File: src/rtl/dio_defines.svh
// Constants of the digital I/O conditioning block: offsets, fields, resets, timing.
// Assumes inclusion by bare name from the rtl folder.
`ifndef DIO_DEFINES_SVH
`define DIO_DEFINES_SVH

// ----
// Timing
// ----
`define DIO_CLK_NS 25
`define DIO_SAMPLE_NS 1000000
`define DIO_SAMPLE_CYC (`DIO_SAMPLE_NS / `DIO_CLK_NS)
`define DIO_LED_HALF_TICKS 16'h00FA

// ----
// Register byte offsets
// ----
`define DIO_OFS_IN_SFE 8'h00
`define DIO_OFS_IN_INV 8'h04
`define DIO_OFS_IN_FEN 8'h08
`define DIO_OFS_IN_FVAL 8'h0C
`define DIO_OFS_IN_RAW 8'h10
`define DIO_OFS_IN_RTEN 8'h14
`define DIO_OFS_IN_STAT 8'h18
`define DIO_OFS_OUT_CMD 8'h1C
`define DIO_OFS_OUT_POL 8'h20
`define DIO_OFS_OUT_MEN 8'h24
`define DIO_OFS_OUT_MVAL 8'h28
`define DIO_OFS_OUT_APPL 8'h2C
`define DIO_OFS_OUT_RTEN 8'h30
`define DIO_OFS_LED 8'h34
`define DIO_OFS_FLT_REACT 8'h38
`define DIO_OFS_FLT_STAT 8'h3C
`define DIO_OFS_PIN_DIR 8'h40
`define DIO_OFS_ROUTE_BASE 8'h80

// ----
// Fields
// ----
`define DIO_STAT_ILOCK_BIT 3
`define DIO_SFE_ILOCK_BIT 3
`define DIO_OUT_BRAKE_BIT 0
`define DIO_OUT_PIN_BASE 16
`define DIO_LED_GREEN_BIT 0
`define DIO_LED_RED_BIT 1
`define DIO_FLT_ACTIVE_BIT 0
`define DIO_FLT_PERMIT_BIT 1
`define DIO_CODE_INV_BIT 7
`define DIO_SRC_ZERO 7'h00
`define DIO_SRC_PHYS_LAST 7'h10
`define DIO_SRC_HALL_U 7'h41
`define DIO_SRC_HALL_V 7'h42
`define DIO_SRC_HALL_W 7'h43
`define DIO_SRC_ENC_A 7'h44
`define DIO_SRC_ENC_B 7'h45
`define DIO_SRC_ENC_I 7'h46

// ----
// Reset values
// ----
`define DIO_RST_WORD 32'h0000_0000
`define DIO_RST_HALF 16'h0000
`define DIO_RST_CODE 8'h00

`endif

File: src/rtl/dio_pkg.sv
// Types shared by the digital I/O conditioning block.
// Assumes nothing of its surroundings.
package dio_pkg;

   typedef logic [7:0] dio_code_type;

   typedef enum logic [0:0] {
      DIO_FLT_IDLE,
      DIO_FLT_TRIP
   } dio_flt_type;

endpackage : dio_pkg

File: src/rtl/dio_in_sync.sv
// Input conditioner: two-flop synchroniser, sampling on a tick, two-sample agreement.
// Assumes a one-cycle tick once per sample period on the same clock.
`timescale 1ns/1ps
`default_nettype none

module dio_in_sync #(
   parameter int W = 6
) (
   // Clock and reset
   input wire logic clk,
   input wire logic sys_rst,
   // Sample tick and pins
   input wire logic tick,
   input wire logic [W-1:0] din,
   // Conditioned levels
   output logic [W-1:0] dout,
   output logic upd
);

   logic [W-1:0] meta_r;
   logic [W-1:0] sync_r;
   logic [W-1:0] last_r;
   logic [W-1:0] keep_r;
   logic upd_r;
   wire logic [W-1:0] agree = ~(sync_r ^ last_r);
   wire logic [W-1:0] keep_nxt = (sync_r & agree) | (keep_r & ~agree);

   always_ff @(posedge clk or posedge sys_rst) begin
      if (sys_rst) begin
         meta_r <= '0;
         sync_r <= '0;
      end else begin
         meta_r <= din;
         sync_r <= meta_r;
      end
   end

   // A level must be seen on two successive samples to pass
   always_ff @(posedge clk or posedge sys_rst) begin
      if (sys_rst) begin
         last_r <= '0;
         keep_r <= '0;
         upd_r <= 1'b0;
      end else begin
         upd_r <= tick;
         if (tick) begin
            last_r <= sync_r;
            keep_r <= keep_nxt; // [RL19]
         end
      end
   end

   assign dout = keep_r;
   assign upd = upd_r;

endmodule : dio_in_sync

`default_nettype wire

File: src/rtl/dio_route_mux.sv
// Source selector for one status bit of the routed input word.
// Assumes conditioned source levels on the same clock.
`timescale 1ns/1ps
`default_nettype none
`include "dio_defines.svh"

module dio_route_mux (
   // Selection
   input wire logic [7:0] code,
   // Sources
   input wire logic [15:0] phys,
   input wire logic [2:0] hall,
   input wire logic [2:0] enc,
   // Result
   output logic sel
);

   wire logic [6:0] src = code[6:0];
   wire logic inv = code[`DIO_CODE_INV_BIT];
   wire logic is_zero = (src == `DIO_SRC_ZERO);
   wire logic is_phys = (src != `DIO_SRC_ZERO) && (src <= `DIO_SRC_PHYS_LAST);
   wire logic is_hall = (src >= `DIO_SRC_HALL_U) && (src <= `DIO_SRC_HALL_W);
   wire logic is_enc = (src >= `DIO_SRC_ENC_A) && (src <= `DIO_SRC_ENC_I);
   wire logic [3:0] phys_idx = 4'(src - 7'h01);
   wire logic [1:0] hall_idx = 2'(src - `DIO_SRC_HALL_U);
   wire logic [1:0] enc_idx = 2'(src - `DIO_SRC_ENC_A);
   wire logic raw = is_phys ? phys[phys_idx] :
                    is_hall ? hall[hall_idx] :
                    is_enc ? enc[enc_idx] : 1'b0; // [RL5]
   wire logic known = is_zero | is_phys | is_hall | is_enc;

   // Undefined codes read zero whatever the inversion bit
   assign sel = known & (raw ^ inv); // [RL6] [RL20]

endmodule : dio_route_mux

`default_nettype wire

File: src/rtl/dio_top.sv
// Digital input routing and output conditioning of a motor controller, APB slave.
// Assumes a 40 MHz clk, asynchronous active-high sys_rst and raw pins on inputs.
//
// Function
// (RL1) In routing mode, input enable, polarity and force settings are ignored.
// (RL2) Enabling routing preloads route entries reproducing the previous input sources.
// (RL3) Software should not toggle repeatedly between normal and routing modes.
// (RL4) Route entry one selects status bit 0, entry two bit 1, upward.
// (RL5) Code 00 is zero, 01-10 physical inputs, 41-46 Hall and encoder lines.
// (RL6) Code bit 7 inverts the selected source; 80 gives constant one.
// (RL7) Interlock active: status bit 3 one permits motion, zero enters fault.
// (RL8) Interlock checked only while enable-mask bit 3 is set; source via routing.
// (RL9) Output n follows output word bit 15+n; low bits are special functions.
// (RL10) Only output word bit 0 is used, commanding the brake.
// (RL11) Only the first four shared pins drive outputs, gated by direction.
// (RL12) Per-output polarity bit: clear drives one high, set drives one low.
// (RL13) Manual-control mask bit selects manual value for that output, brake included.
// (RL14) Manual value gives the level applied to each manually controlled output.
// (RL15) A readable register holds the pattern actually applied to the outputs.
// (RL16) Output routing mode is enabled by writing one to its entry; the code only stores and reads back that bit, with no output routing.
// (RL17) LED bit 0 enables green flashing, bit 1 red on error; clear is off.
// (RL18) Input routing enable register written with one turns on routing.
// (RL19) Inputs sampled each millisecond; pulses shorter than a millisecond ignored.
// (RL20) Undefined source codes make their status bit read zero.
// (RL21) Route selections evaluated at each sample, reflected within one period.
`timescale 1ns/1ps
`default_nettype none
`include "dio_defines.svh"

module dio_top #(
   parameter int SAMPLE_CYCLES = `DIO_SAMPLE_CYC
) (
   // Clock and reset
   input wire logic clk,
   input wire logic sys_rst,
   // APB slave
   input wire logic psel,
   input wire logic penable,
   input wire logic pwrite,
   input wire logic [7:0] paddr,
   input wire logic [31:0] pwdata,
   output logic [31:0] prdata,
   output logic pready,
   output logic pslverr,
   // Input pins
   input wire logic [5:0] dio_in,
   input wire logic [2:0] hall_in,
   input wire logic [2:0] enc_in,
   // Output pins
   output logic [3:0] dio_o,
   output logic [3:0] dio_oe,
   output logic brake_o,
   output logic brake_oe,
   // Status LEDs
   output logic led_green,
   output logic led_red,
   // Motion interlock
   output logic motion_permit,
   output logic fault_active,
   output logic [15:0] fault_reaction
);

   // ----
   // Sample tick
   // ----
   logic [15:0] tick_cnt_r;
   logic tick_r;
   wire logic tick_end = (tick_cnt_r == 16'(SAMPLE_CYCLES - 1));

   always_ff @(posedge clk or posedge sys_rst) begin
      if (sys_rst) begin
         tick_cnt_r <= 16'h0000;
         tick_r <= 1'b0;
      end else begin
         tick_cnt_r <= tick_end ? 16'h0000 : 16'(tick_cnt_r + 16'h0001);
         tick_r <= tick_end; // [RL19]
      end
   end

   // ----
   // Input conditioning
   // ----
   logic [11:0] src_f;
   logic src_upd;

   dio_in_sync #(.W(12)) u_sync (
      .clk(clk),
      .sys_rst(sys_rst),
      .tick(tick_r),
      .din({enc_in, hall_in, dio_in}),
      .dout(src_f),
      .upd(src_upd)
   );

   wire logic [15:0] phys_f = {10'h000, src_f[5:0]};
   wire logic [2:0] hall_f = src_f[8:6];
   wire logic [2:0] enc_f = src_f[11:9];

   // ----
   // APB access
   // ----
   logic pready_r;
   logic pslverr_r;
   logic [31:0] prdata_r;
   wire logic acc = psel & penable & ~pready_r;
   wire logic wr = psel & penable & pready_r & pwrite;
   wire logic is_route = paddr[7];
   wire logic [4:0] route_idx = paddr[6:2];
   wire logic hit = is_route || (paddr <= `DIO_OFS_PIN_DIR && paddr[1:0] == 2'b00);
   wire logic wr_reg = wr & ~is_route;

   // ----
   // Configuration registers
   // ----
   logic [15:0] in_sfe_r;
   logic [15:0] in_inv_r;
   logic [15:0] in_fen_r;
   logic [15:0] in_fval_r;
   logic in_rten_r;
   logic [31:0] out_cmd_r;
   logic [31:0] out_pol_r;
   logic [31:0] out_men_r;
   logic [31:0] out_mval_r;
   logic out_rten_r;
   logic [1:0] led_ctrl_r;
   logic [15:0] flt_react_r;
   logic [3:0] pin_dir_r;
   dio_pkg::dio_code_type route_r [0:31];

   wire logic rten_on = wr_reg && paddr == `DIO_OFS_IN_RTEN && pwdata[0] && !in_rten_r;

   always_ff @(posedge clk or posedge sys_rst) begin
      if (sys_rst) begin
         in_sfe_r <= `DIO_RST_HALF;
         in_inv_r <= `DIO_RST_HALF;
         in_fen_r <= `DIO_RST_HALF;
         in_fval_r <= `DIO_RST_HALF;
         in_rten_r <= 1'b0;
         out_cmd_r <= `DIO_RST_WORD;
         out_pol_r <= `DIO_RST_WORD;
         out_men_r <= `DIO_RST_WORD;
         out_mval_r <= `DIO_RST_WORD;
         out_rten_r <= 1'b0;
         led_ctrl_r <= 2'b00;
         flt_react_r <= `DIO_RST_HALF;
         pin_dir_r <= 4'h0;
      end else if (wr_reg) begin
         case (paddr)
            `DIO_OFS_IN_SFE: in_sfe_r <= pwdata[15:0];
            `DIO_OFS_IN_INV: in_inv_r <= pwdata[15:0];
            `DIO_OFS_IN_FEN: in_fen_r <= pwdata[15:0];
            `DIO_OFS_IN_FVAL: in_fval_r <= pwdata[15:0];
            `DIO_OFS_IN_RTEN: in_rten_r <= pwdata[0]; // [RL18]
            `DIO_OFS_OUT_CMD: out_cmd_r <= pwdata;
            `DIO_OFS_OUT_POL: out_pol_r <= pwdata;
            `DIO_OFS_OUT_MEN: out_men_r <= pwdata;
            `DIO_OFS_OUT_MVAL: out_mval_r <= pwdata;
            `DIO_OFS_OUT_RTEN: out_rten_r <= pwdata[0]; // [RL16]
            `DIO_OFS_LED: led_ctrl_r <= pwdata[1:0];
            `DIO_OFS_FLT_REACT: flt_react_r <= pwdata[15:0];
            `DIO_OFS_PIN_DIR: pin_dir_r <= pwdata[3:0];
            default: pin_dir_r <= pin_dir_r;
         endcase
      end
   end

   // ----
   // Route table and routed word
   // ----
   wire logic [15:0] lvl = (in_fen_r & in_fval_r) | (~in_fen_r & (phys_f ^ in_inv_r));
   wire logic [31:0] norm_word = {lvl, in_sfe_r & lvl};
   logic [31:0] routed_word;

   genvar g;
   generate
      for (g = 0; g < 32; g++) begin : g_route
         localparam int PI = g % 16;
         wire logic [7:0] self_code = {in_inv_r[PI], 7'(PI + 1)};
         wire logic [7:0] preload = (g >= 16 || in_sfe_r[PI]) ? self_code : `DIO_RST_CODE;

         // Entry g+1 (index g) drives status bit g
         always_ff @(posedge clk or posedge sys_rst) begin
            if (sys_rst) begin
               route_r[g] <= `DIO_RST_CODE;
            end else if (rten_on) begin
               route_r[g] <= preload; // [RL2]
            end else if (wr && is_route && route_idx == 5'(g)) begin
               route_r[g] <= pwdata[7:0]; // [RL4]
            end
         end

         dio_route_mux u_mux (
            .code(route_r[g]),
            .phys(phys_f),
            .hall(hall_f),
            .enc(enc_f),
            .sel(routed_word[g])
         );
      end
   endgenerate

   // ----
   // Input status word
   // ----
   logic [31:0] din_stat_r;

   always_ff @(posedge clk or posedge sys_rst) begin
      if (sys_rst) begin
         din_stat_r <= `DIO_RST_WORD;
      end else if (src_upd) begin
         din_stat_r <= in_rten_r ? routed_word : norm_word; // [RL1] [RL21]
      end
   end

   // ----
   // Interlock
   // ----
   dio_pkg::dio_flt_type flt_r;
   logic permit_r;
   wire logic ilock_on = in_sfe_r[`DIO_SFE_ILOCK_BIT]; // [RL8]
   wire logic ilock_ok = din_stat_r[`DIO_STAT_ILOCK_BIT];
   wire logic flt_clr = wr_reg && paddr == `DIO_OFS_FLT_STAT && pwdata[`DIO_FLT_ACTIVE_BIT];

   always_ff @(posedge clk or posedge sys_rst) begin
      if (sys_rst) begin
         flt_r <= dio_pkg::DIO_FLT_IDLE;
      end else begin
         case (flt_r)
            dio_pkg::DIO_FLT_IDLE: if (ilock_on && !ilock_ok) flt_r <= dio_pkg::DIO_FLT_TRIP; // [RL7]
            dio_pkg::DIO_FLT_TRIP: if (flt_clr && !(ilock_on && !ilock_ok)) flt_r <= dio_pkg::DIO_FLT_IDLE;
            default: flt_r <= dio_pkg::DIO_FLT_IDLE;
         endcase
      end
   end

   wire logic trip = (flt_r == dio_pkg::DIO_FLT_TRIP);

   always_ff @(posedge clk or posedge sys_rst) begin
      if (sys_rst) begin
         permit_r <= 1'b0;
      end else begin
         permit_r <= !trip && (!ilock_on || ilock_ok); // [RL7]
      end
   end

   // ----
   // Output processing
   // ----
   // Only the brake bit and the four pin bits take part
   wire logic [31:0] out_used = {12'h000, 4'hF, 15'h0000, 1'b1}; // [RL10] [RL11]
   wire logic [31:0] out_auto = out_cmd_r ^ out_pol_r; // [RL9] [RL12]
   wire logic [31:0] out_nxt = out_used & ((out_men_r & out_mval_r) | (~out_men_r & out_auto)); // [RL13] [RL14]
   logic [31:0] out_appl_r;
   logic [3:0] dio_o_r;
   logic [3:0] dio_oe_r;
   logic brake_oe_r;

   always_ff @(posedge clk or posedge sys_rst) begin
      if (sys_rst) begin
         out_appl_r <= `DIO_RST_WORD;
         dio_o_r <= 4'h0;
         dio_oe_r <= 4'h0;
         brake_oe_r <= 1'b0;
      end else begin
         out_appl_r <= out_nxt; // [RL15]
         dio_o_r <= out_nxt[`DIO_OUT_PIN_BASE +: 4];
         dio_oe_r <= pin_dir_r; // [RL11]
         brake_oe_r <= ~out_nxt[`DIO_OUT_BRAKE_BIT];
      end
   end

   // ----
   // Status LEDs
   // ----
   logic [15:0] blink_cnt_r;
   logic blink_r;
   logic led_g_r;
   logic led_r_r;
   wire logic blink_end = (blink_cnt_r == 16'(`DIO_LED_HALF_TICKS - 16'h0001));

   always_ff @(posedge clk or posedge sys_rst) begin
      if (sys_rst) begin
         blink_cnt_r <= 16'h0000;
         blink_r <= 1'b0;
         led_g_r <= 1'b0;
         led_r_r <= 1'b0;
      end else begin
         if (tick_r) begin
            blink_cnt_r <= blink_end ? 16'h0000 : 16'(blink_cnt_r + 16'h0001);
            blink_r <= blink_r ^ blink_end;
         end
         led_g_r <= led_ctrl_r[`DIO_LED_GREEN_BIT] & ~trip & blink_r; // [RL17]
         led_r_r <= led_ctrl_r[`DIO_LED_RED_BIT] & trip & blink_r; // [RL17]
      end
   end

   // ----
   // Read path
   // ----
   wire logic [31:0] rd_reg =
      (paddr == `DIO_OFS_IN_SFE) ? {16'h0000, in_sfe_r} :
      (paddr == `DIO_OFS_IN_INV) ? {16'h0000, in_inv_r} :
      (paddr == `DIO_OFS_IN_FEN) ? {16'h0000, in_fen_r} :
      (paddr == `DIO_OFS_IN_FVAL) ? {16'h0000, in_fval_r} :
      (paddr == `DIO_OFS_IN_RAW) ? {16'h0000, phys_f} :
      (paddr == `DIO_OFS_IN_RTEN) ? {31'h0, in_rten_r} :
      (paddr == `DIO_OFS_IN_STAT) ? din_stat_r :
      (paddr == `DIO_OFS_OUT_CMD) ? out_cmd_r :
      (paddr == `DIO_OFS_OUT_POL) ? out_pol_r :
      (paddr == `DIO_OFS_OUT_MEN) ? out_men_r :
      (paddr == `DIO_OFS_OUT_MVAL) ? out_mval_r :
      (paddr == `DIO_OFS_OUT_APPL) ? out_appl_r :
      (paddr == `DIO_OFS_OUT_RTEN) ? {31'h0, out_rten_r} :
      (paddr == `DIO_OFS_LED) ? {30'h0, led_ctrl_r} :
      (paddr == `DIO_OFS_FLT_REACT) ? {16'h0000, flt_react_r} :
      (paddr == `DIO_OFS_FLT_STAT) ? {30'h0, permit_r, trip} :
      (paddr == `DIO_OFS_PIN_DIR) ? {28'h0, pin_dir_r} : 32'h0000_0000;
   wire logic [31:0] rd_data = is_route ? {24'h000000, route_r[route_idx]} : rd_reg;

   always_ff @(posedge clk or posedge sys_rst) begin
      if (sys_rst) begin
         pready_r <= 1'b0;
         pslverr_r <= 1'b0;
         prdata_r <= 32'h0000_0000;
      end else begin
         pready_r <= acc;
         pslverr_r <= acc & ~hit;
         prdata_r <= (acc && !pwrite && hit) ? rd_data : 32'h0000_0000;
      end
   end

   // ----
   // Outputs
   // ----
   assign prdata = prdata_r;
   assign pready = pready_r;
   assign pslverr = pslverr_r;
   assign dio_o = dio_o_r;
   assign dio_oe = dio_oe_r;
   assign brake_o = 1'b0;
   assign brake_oe = brake_oe_r;
   assign led_green = led_g_r;
   assign led_red = led_r_r;
   assign motion_permit = permit_r;
   assign fault_active = trip;
   assign fault_reaction = flt_react_r;

endmodule : dio_top

`default_nettype wire

File: config.mk
export PLATFORM = sky130hd
export DESIGN_NAME = dio_top
export DESIGN_NICKNAME = d
export VERILOG_FILES = /design/src/rtl/dio_pkg.sv /design/src/rtl/dio_in_sync.sv /design/src/rtl/dio_route_mux.sv /design/src/rtl/dio_top.sv
export VERILOG_INCLUDE_DIRS = /design/src /design/src/rtl
export SDC_FILE = /design/constraint.sdc
export NUM_CORES = 2
export LEC_CHECK = 0
export ABC_AREA = 1
export ABC_CLOCK_PERIOD_IN_PS = 47500
export BUFFER_PORTS_ARGS = -buffer_cell sky130_fd_sc_hd__buf_2
export CAP_MARGIN = 20
export CORE_MARGIN = 3
export CORE_UTILIZATION = 55
export DETAILED_ROUTE_END_ITERATION = 10
export PLACE_DENSITY = 0.8
export SETUP_SLACK_MARGIN = 0.15
export SYNTH_ARGS = -nofsm -noshare
export SYNTH_HDL_FRONTEND = slang
export SYNTH_HIERARCHICAL = 1
export SYNTH_SLANG_ARGS = --single-unit
File: constraint.sdc
create_clock -name clk -period 47.5 [get_ports clk]
set_clock_uncertainty 0.15 [all_clocks]
set_input_delay 7.125 -clock clk [delete_from_list [all_inputs] [get_ports clk]]
set_output_delay 7.125 -clock clk [all_outputs]
set_load 0.02 [all_outputs]
* After elaboration in Yosys (flattened, before gate mapping)
Index checks and enable logic that the tools add are counted.
** Word-level totals
- Register bits after elaboration :: 639
- Output and inout bits :: 64
- Logic and storage cells :: 1321
** Cells by class
- Add/sub/neg operators :: 98
- $lt $le $gt $ge :: 258
- Eq/ne operators :: 49
- Mux-type cells :: 396
- Bitwise gates (word level) :: 194
- Reduce and logical (&&, ||, !) cells :: 260
** Operator list (number)
- $mux 8 :: 82
- $ge 7x7->1 const B :: 64
- $le 7x7->1 const B :: 64
- $mux 32 :: 14
- $le 7x5->1 const B :: 32
- $logic_not 7->1 :: 32
- $reduce_bool 7->1 :: 32
- $mux 1 :: 194
- $lt 2x3->1 const B :: 64
- $lt 4x5->1 const B :: 32
- $logic_and 1x1->1 :: 140
- $bmux 1 s2 :: 64
- $bmux 1 s4 :: 32
- $sub 2x1->2 const B :: 64
- $sub 4x1->4 const B :: 32
- $or 1x1->1 :: 96
- $eq 5x5->1 const B :: 16
- $mux 16 :: 5
- $eq 8x6->1 const B :: 8
- $reduce_bool 2->1 :: 32
- $and 16x16->16 :: 3
- $and 1x1->1 :: 42
- $and 20x20->20 :: 2
- $bmux 8 s5 :: 1
- other kinds (35) :: 108

* Depth between registers and ports, before layout
- Word-level depth :: 20
- Depth in mapped cells :: 16
- Mapped depth without buffers :: 14

* Hierarchy
The synthesis kept the hierarchy.
** By module, submodules not included
- dio_top :: times used 1, cells an instance 2977, area an instance 25899.8 um^2, sequential area each 14664.1 um^2
- dio_route_mux :: times used 32, cells an instance 94, area an instance 475.5 um^2, sequential area each 0.0 um^2
- dio_in_sync :: times used 1, cells an instance 185, area an instance 1783.0 um^2, sequential area each 1226.2 um^2

* Worst setup path after synthesis
OpenSTA, ideal clock, no wires.
- Kind :: input -> register
- From :: in paddr[6]
- To :: reg route_r[47] (netlist bit)
- Arrival time :: 8.787 ns
- Required time :: 47.212 ns
- Path slack :: 38.424 ns
- Stages on the path :: 15
- Buffers on the path :: 5
- Path through :: buf_2 inv_2 nand2_1 nor2_1 inv_2 nor3_2 nand2_1 nor2_2 buf_6 buf_4 buf_6 nor2_1 buf_2 nand2_1 o221ai_1
** Between the ends
- Longest elaborated chain between the ends :: 5
** Ends and longest elaborated chain
- from (decl) :: line dio_top.sv:40 : input wire logic [7:0] paddr,
- $eq 8x5->1
- $logic_and 1x1->1 (no line)
- $logic_and 1x1->1 (2 in series) :: line dio_top.sv:130 : wire logic rten_on = wr_reg && paddr == `DIO_OFS_IN_RTEN && pwdata[0] && !in_rten_r;
- $mux 8 / $reduce_bool 2->1 (equally long branches)
- to (signal, indexed assignment) :: line dio_top.sv:184 : route_r[g] <= `DIO_RST_CODE;
- to (signal, indexed assignment) :: line dio_top.sv:186 : route_r[g] <= preload;
- to (signal, indexed assignment) :: line dio_top.sv:188 : route_r[g] <= pwdata[7:0];
- to (decl) :: line dio_top.sv:128 : dio_pkg::dio_code_type route_r [0:31];
Several ways; a longest one is shown, not always the timed one.
A chain may end at the register's enable or synchronous reset.

* Worst setup path in the final report
- From :: in paddr[6]
- To :: reg route_r[205] (netlist bit)
The elaborated chain is that of the path after synthesis.

==> results.cfg <==
[power]
sequentialPowerShare_pct = 46.8
ir_worst_vdd_mv = 0.0282
p_int_uw = 866
clockPowerShare_pct = 44.3
total_leakage_power_uw = 0.0226
p_sw_uw = 321
p_per_area_nw_per_um2 = 25.1
swShare_pct = 27.0
power_frac_comb_pct = 8.9

[sta]
timing.fmax_mhz = 93.3
rsz0062_at_grt = no
period_needed_ns = 10.71
setup_ws_ns = 36.79
period_share_pct = 22.6
slew_headroom_pct = 24.4
maxSlewViolCount = 0
tightestPinTransition_ns = 1.13
finalSetupViolCount = 0
hold_ws_ns = 0.187
hold_viol = 0
setup_tns_ns = 0

[final_layout]
multi_input_area_um2 = 24400
finalInstanceArea_um2 = 47400
syn_to_final_growth_pct = 10.4
nets = 6656
drive_gt1_share_pct = 13.6
nFillCells = 6917
final-seq-area_um2 = 15900

[floorplanning]
ios = 121
core_um2 = 76600
die_y_um = 285
start_util_pct = 56.0
die_w_um = 285
die_area_um2 = 81400
rows = 101

[run_status]
status = complete, no violations

[worst_setup_path]
timing_worst_setup_path_type = in2reg
crit_slowest_cell = inv_1
crit_required_ns = 47.81
arrival_ns = 11.02
r2r_start = pready
critPathMaxStageDelay_ns = 0.86
r2r_end = route_r[205]
reg2regPathDepth = 10
crit_path_start = paddr[6]
path_cells = buf_2 -> inv_2 -> nand2_1 -> nor2_1 -> inv_2 -> nor3_2 -> nand2_1 -> nor2_4 -> buf_4 -> nor2_1 -> inv_1 -> o21ai_0
start_kind = primary input
endpoint_kind = flip-flop
r2r_slack_ns = 43.57
endpoint = route_r[205]
crit_fanout = 52

[place]
dp_slack_ns = 36.41
io_buffers = 119
placedInstanceArea_um2 = 44900
dpl.hpwl_um = 100000
gp_congestion = 1.05

[drt]
drtIter0Drc = 5032
routed-via-count = 43900
drc = 0
viasPerCell = 5.79
routedWlPerCell_um = 19.0
firstDrtPassIters = 8
wl_um = 144000
antenna_left = 0

[clock_network]
clkSlewWorstSetupHoldPaths_ns = 0.06
cts-root-buf = clkbuf_16
htree_levels = 3
cts_tree = yes
clock_latency_ns = 0.65
clock_path_buffers = 3
ctsHoldBuffers = 0
cts_sinks = 635
postCtsSetupBuffers = 0
cts.repair.resized = 0
numCtsBuffers = 67

[synth]
synth.cell_area_um2 = 42900
synth_commonest_cells = nand2_1 (1,805), nand3_1 (673), dfrtp_1 (635)
synth_seq_cells = 635
post-synth-top-count-cell = nand2_1
postSynthCellCount = 6170
synth.distinct_cells = 51
yosysTopAreaCellShare_pct = 37.0
synthFlopType = dfrtp_1
synth_edf_count = 0
yosysWarnings = 6
synth_top_area_cell = dfrtp_1
seq_area_frac_synth_pct = 37.0
synth-async-reset-ratio_pct = 100
synth_area_leaders = dfrtp_1 (37%), nand2_1 (16%), nand3_1 (7.9%), o21ai_0 (5.7%), nor2_1 (4.5%)
postSynthAreaPerCell_um2 = 6.95

[hold_path]
hp-class = reg2reg

[global_route]
grt_pass1_vias = 40400
track_usage_pct = 34.6
grt_max_degree = 150
grt-ovfl-total = 0
antenna_found_initial = 6
grt_pass1_wl_um = 224000

[flow_run]
maxCapViolations = 0
worst max-delay path: cells and delay by family:
family	cells	cell delay, ns
AND/OR/NAND/NOR	6	1.31
buffers and inverters	5	2.30
AO/OA/AOI/OAI	1	0.25
per-layer routing:
metal / vias to the layer above / track usage (%) / share of wire (%)
met2: 2366 / 53.2 / 44
li1: 20600 / - / -
met3: 480 / 8.03 / 11
met5: - / 0 / 0.087
met1: 20400 / 45.9 / 39
met4: 8 / 17.4 / 5.6
cell families (layout without fill, tap and decap cells):
kind of cell             count (synthesis)  in the layout  share of synthesized area (%)
adder cells (fa/ha/maj)                 99             99                           2.89
AND/OR/NAND/NOR                       3464           3464                           36.1
other                                    1            324                        0.00874
flip-flops                             635            635                           37.0
multiplexers                             4              4                          0.102
AO/OA/AOI/OAI                         1075           1075                           14.4
buffers and inverters                  868            927                           8.99
XOR/XNOR                                24             24                          0.490
state kept, by name, summed over array words and instances, names as in the netlist, 16 cells and up, named ones only:
register and cells:
out_cmd_r 32, prdata 32, in_sfe_r 16, blink_cnt_r 16, out_men_r 32, tick_cnt_r 16
route_r 256, in_fen_r 16, out_mval_r 32, in_inv_r 16, out_pol_r 32, fault_reaction 16
in_fval_r 16, din_stat_r 32
placed cells by master, fill, tap and decap left out, types with 96 or more instances in the layout:
| cell type | count |
|---|---|
| nor2_1 | 504 |
| nand2_1 | 1799 |
| inv_1 | 445 |
| nand3_2 | 96 |
| ha_1 | 99 |
| buf_2 | 119 |
| dfrtp_1 | 625 |
| nand2_2 | 103 |
| inv_2 | 145 |
| conb_1 | 321 |
| o21ai_0 | 492 |
| nand3_1 | 673 |
| o22ai_1 | 133 |
| nor2_2 | 136 |
| a21oi_1 | 199 |
area by class of cell:
class | instances | area share, %
well taps | 1030 | 2.72
inverters | 627 | 4.98
diodes | 3 | 0.0159
multi-input cells | 4987 | 51.5
repair buffers | 182 | 2.53
flip-flops and latches | 635 | 33.6
clock inverters | 23 | 0.647
clock buffers | 95 | 4.02
stage by stage:
step / util [%] / total power, uW / cells
after floorplan: - / 635 / 6490
after global placement: 58.7 / 665 / 7446
after detailed placement: 58.7 / 666 / 7447
after CTS: 61.5 / 1180 / 7565
after global routing: 61.8 / 1220 / 7580
final: 61.8 / 1190 / 7582
how the worst min path moves through the flow:
stage	depth (start not counted)	from	slack, ns	to
after global routing	0	u_sync/meta_r[10]	0.20	u_sync/sync_r[10]
after floorplan	0	u_sync/meta_r[0]	0.18	u_sync/sync_r[0]
after detailed placement	0	u_sync/meta_r[6]	0.18	u_sync/sync_r[6]
after global placement	0	u_sync/meta_r[4]	0.18	u_sync/sync_r[4]
after CTS	0	u_sync/meta_r[6]	0.19	u_sync/sync_r[6]
final	0	u_sync/meta_r[6]	0.19	u_sync/sync_r[6]
power groups by stage:
stage / registers, uW / logic, uW / clock network (uW)
after detailed placement: 564 / 102 / 0
after floorplan: 561 / 73.8 / 0
after global routing: 555 / 117 / 550
final: 555 / 106 / 526
after CTS: 555 / 102 / 528
after global placement: 564 / 101 / 0
No activity file was read; power rests on OpenSTA's default activity.
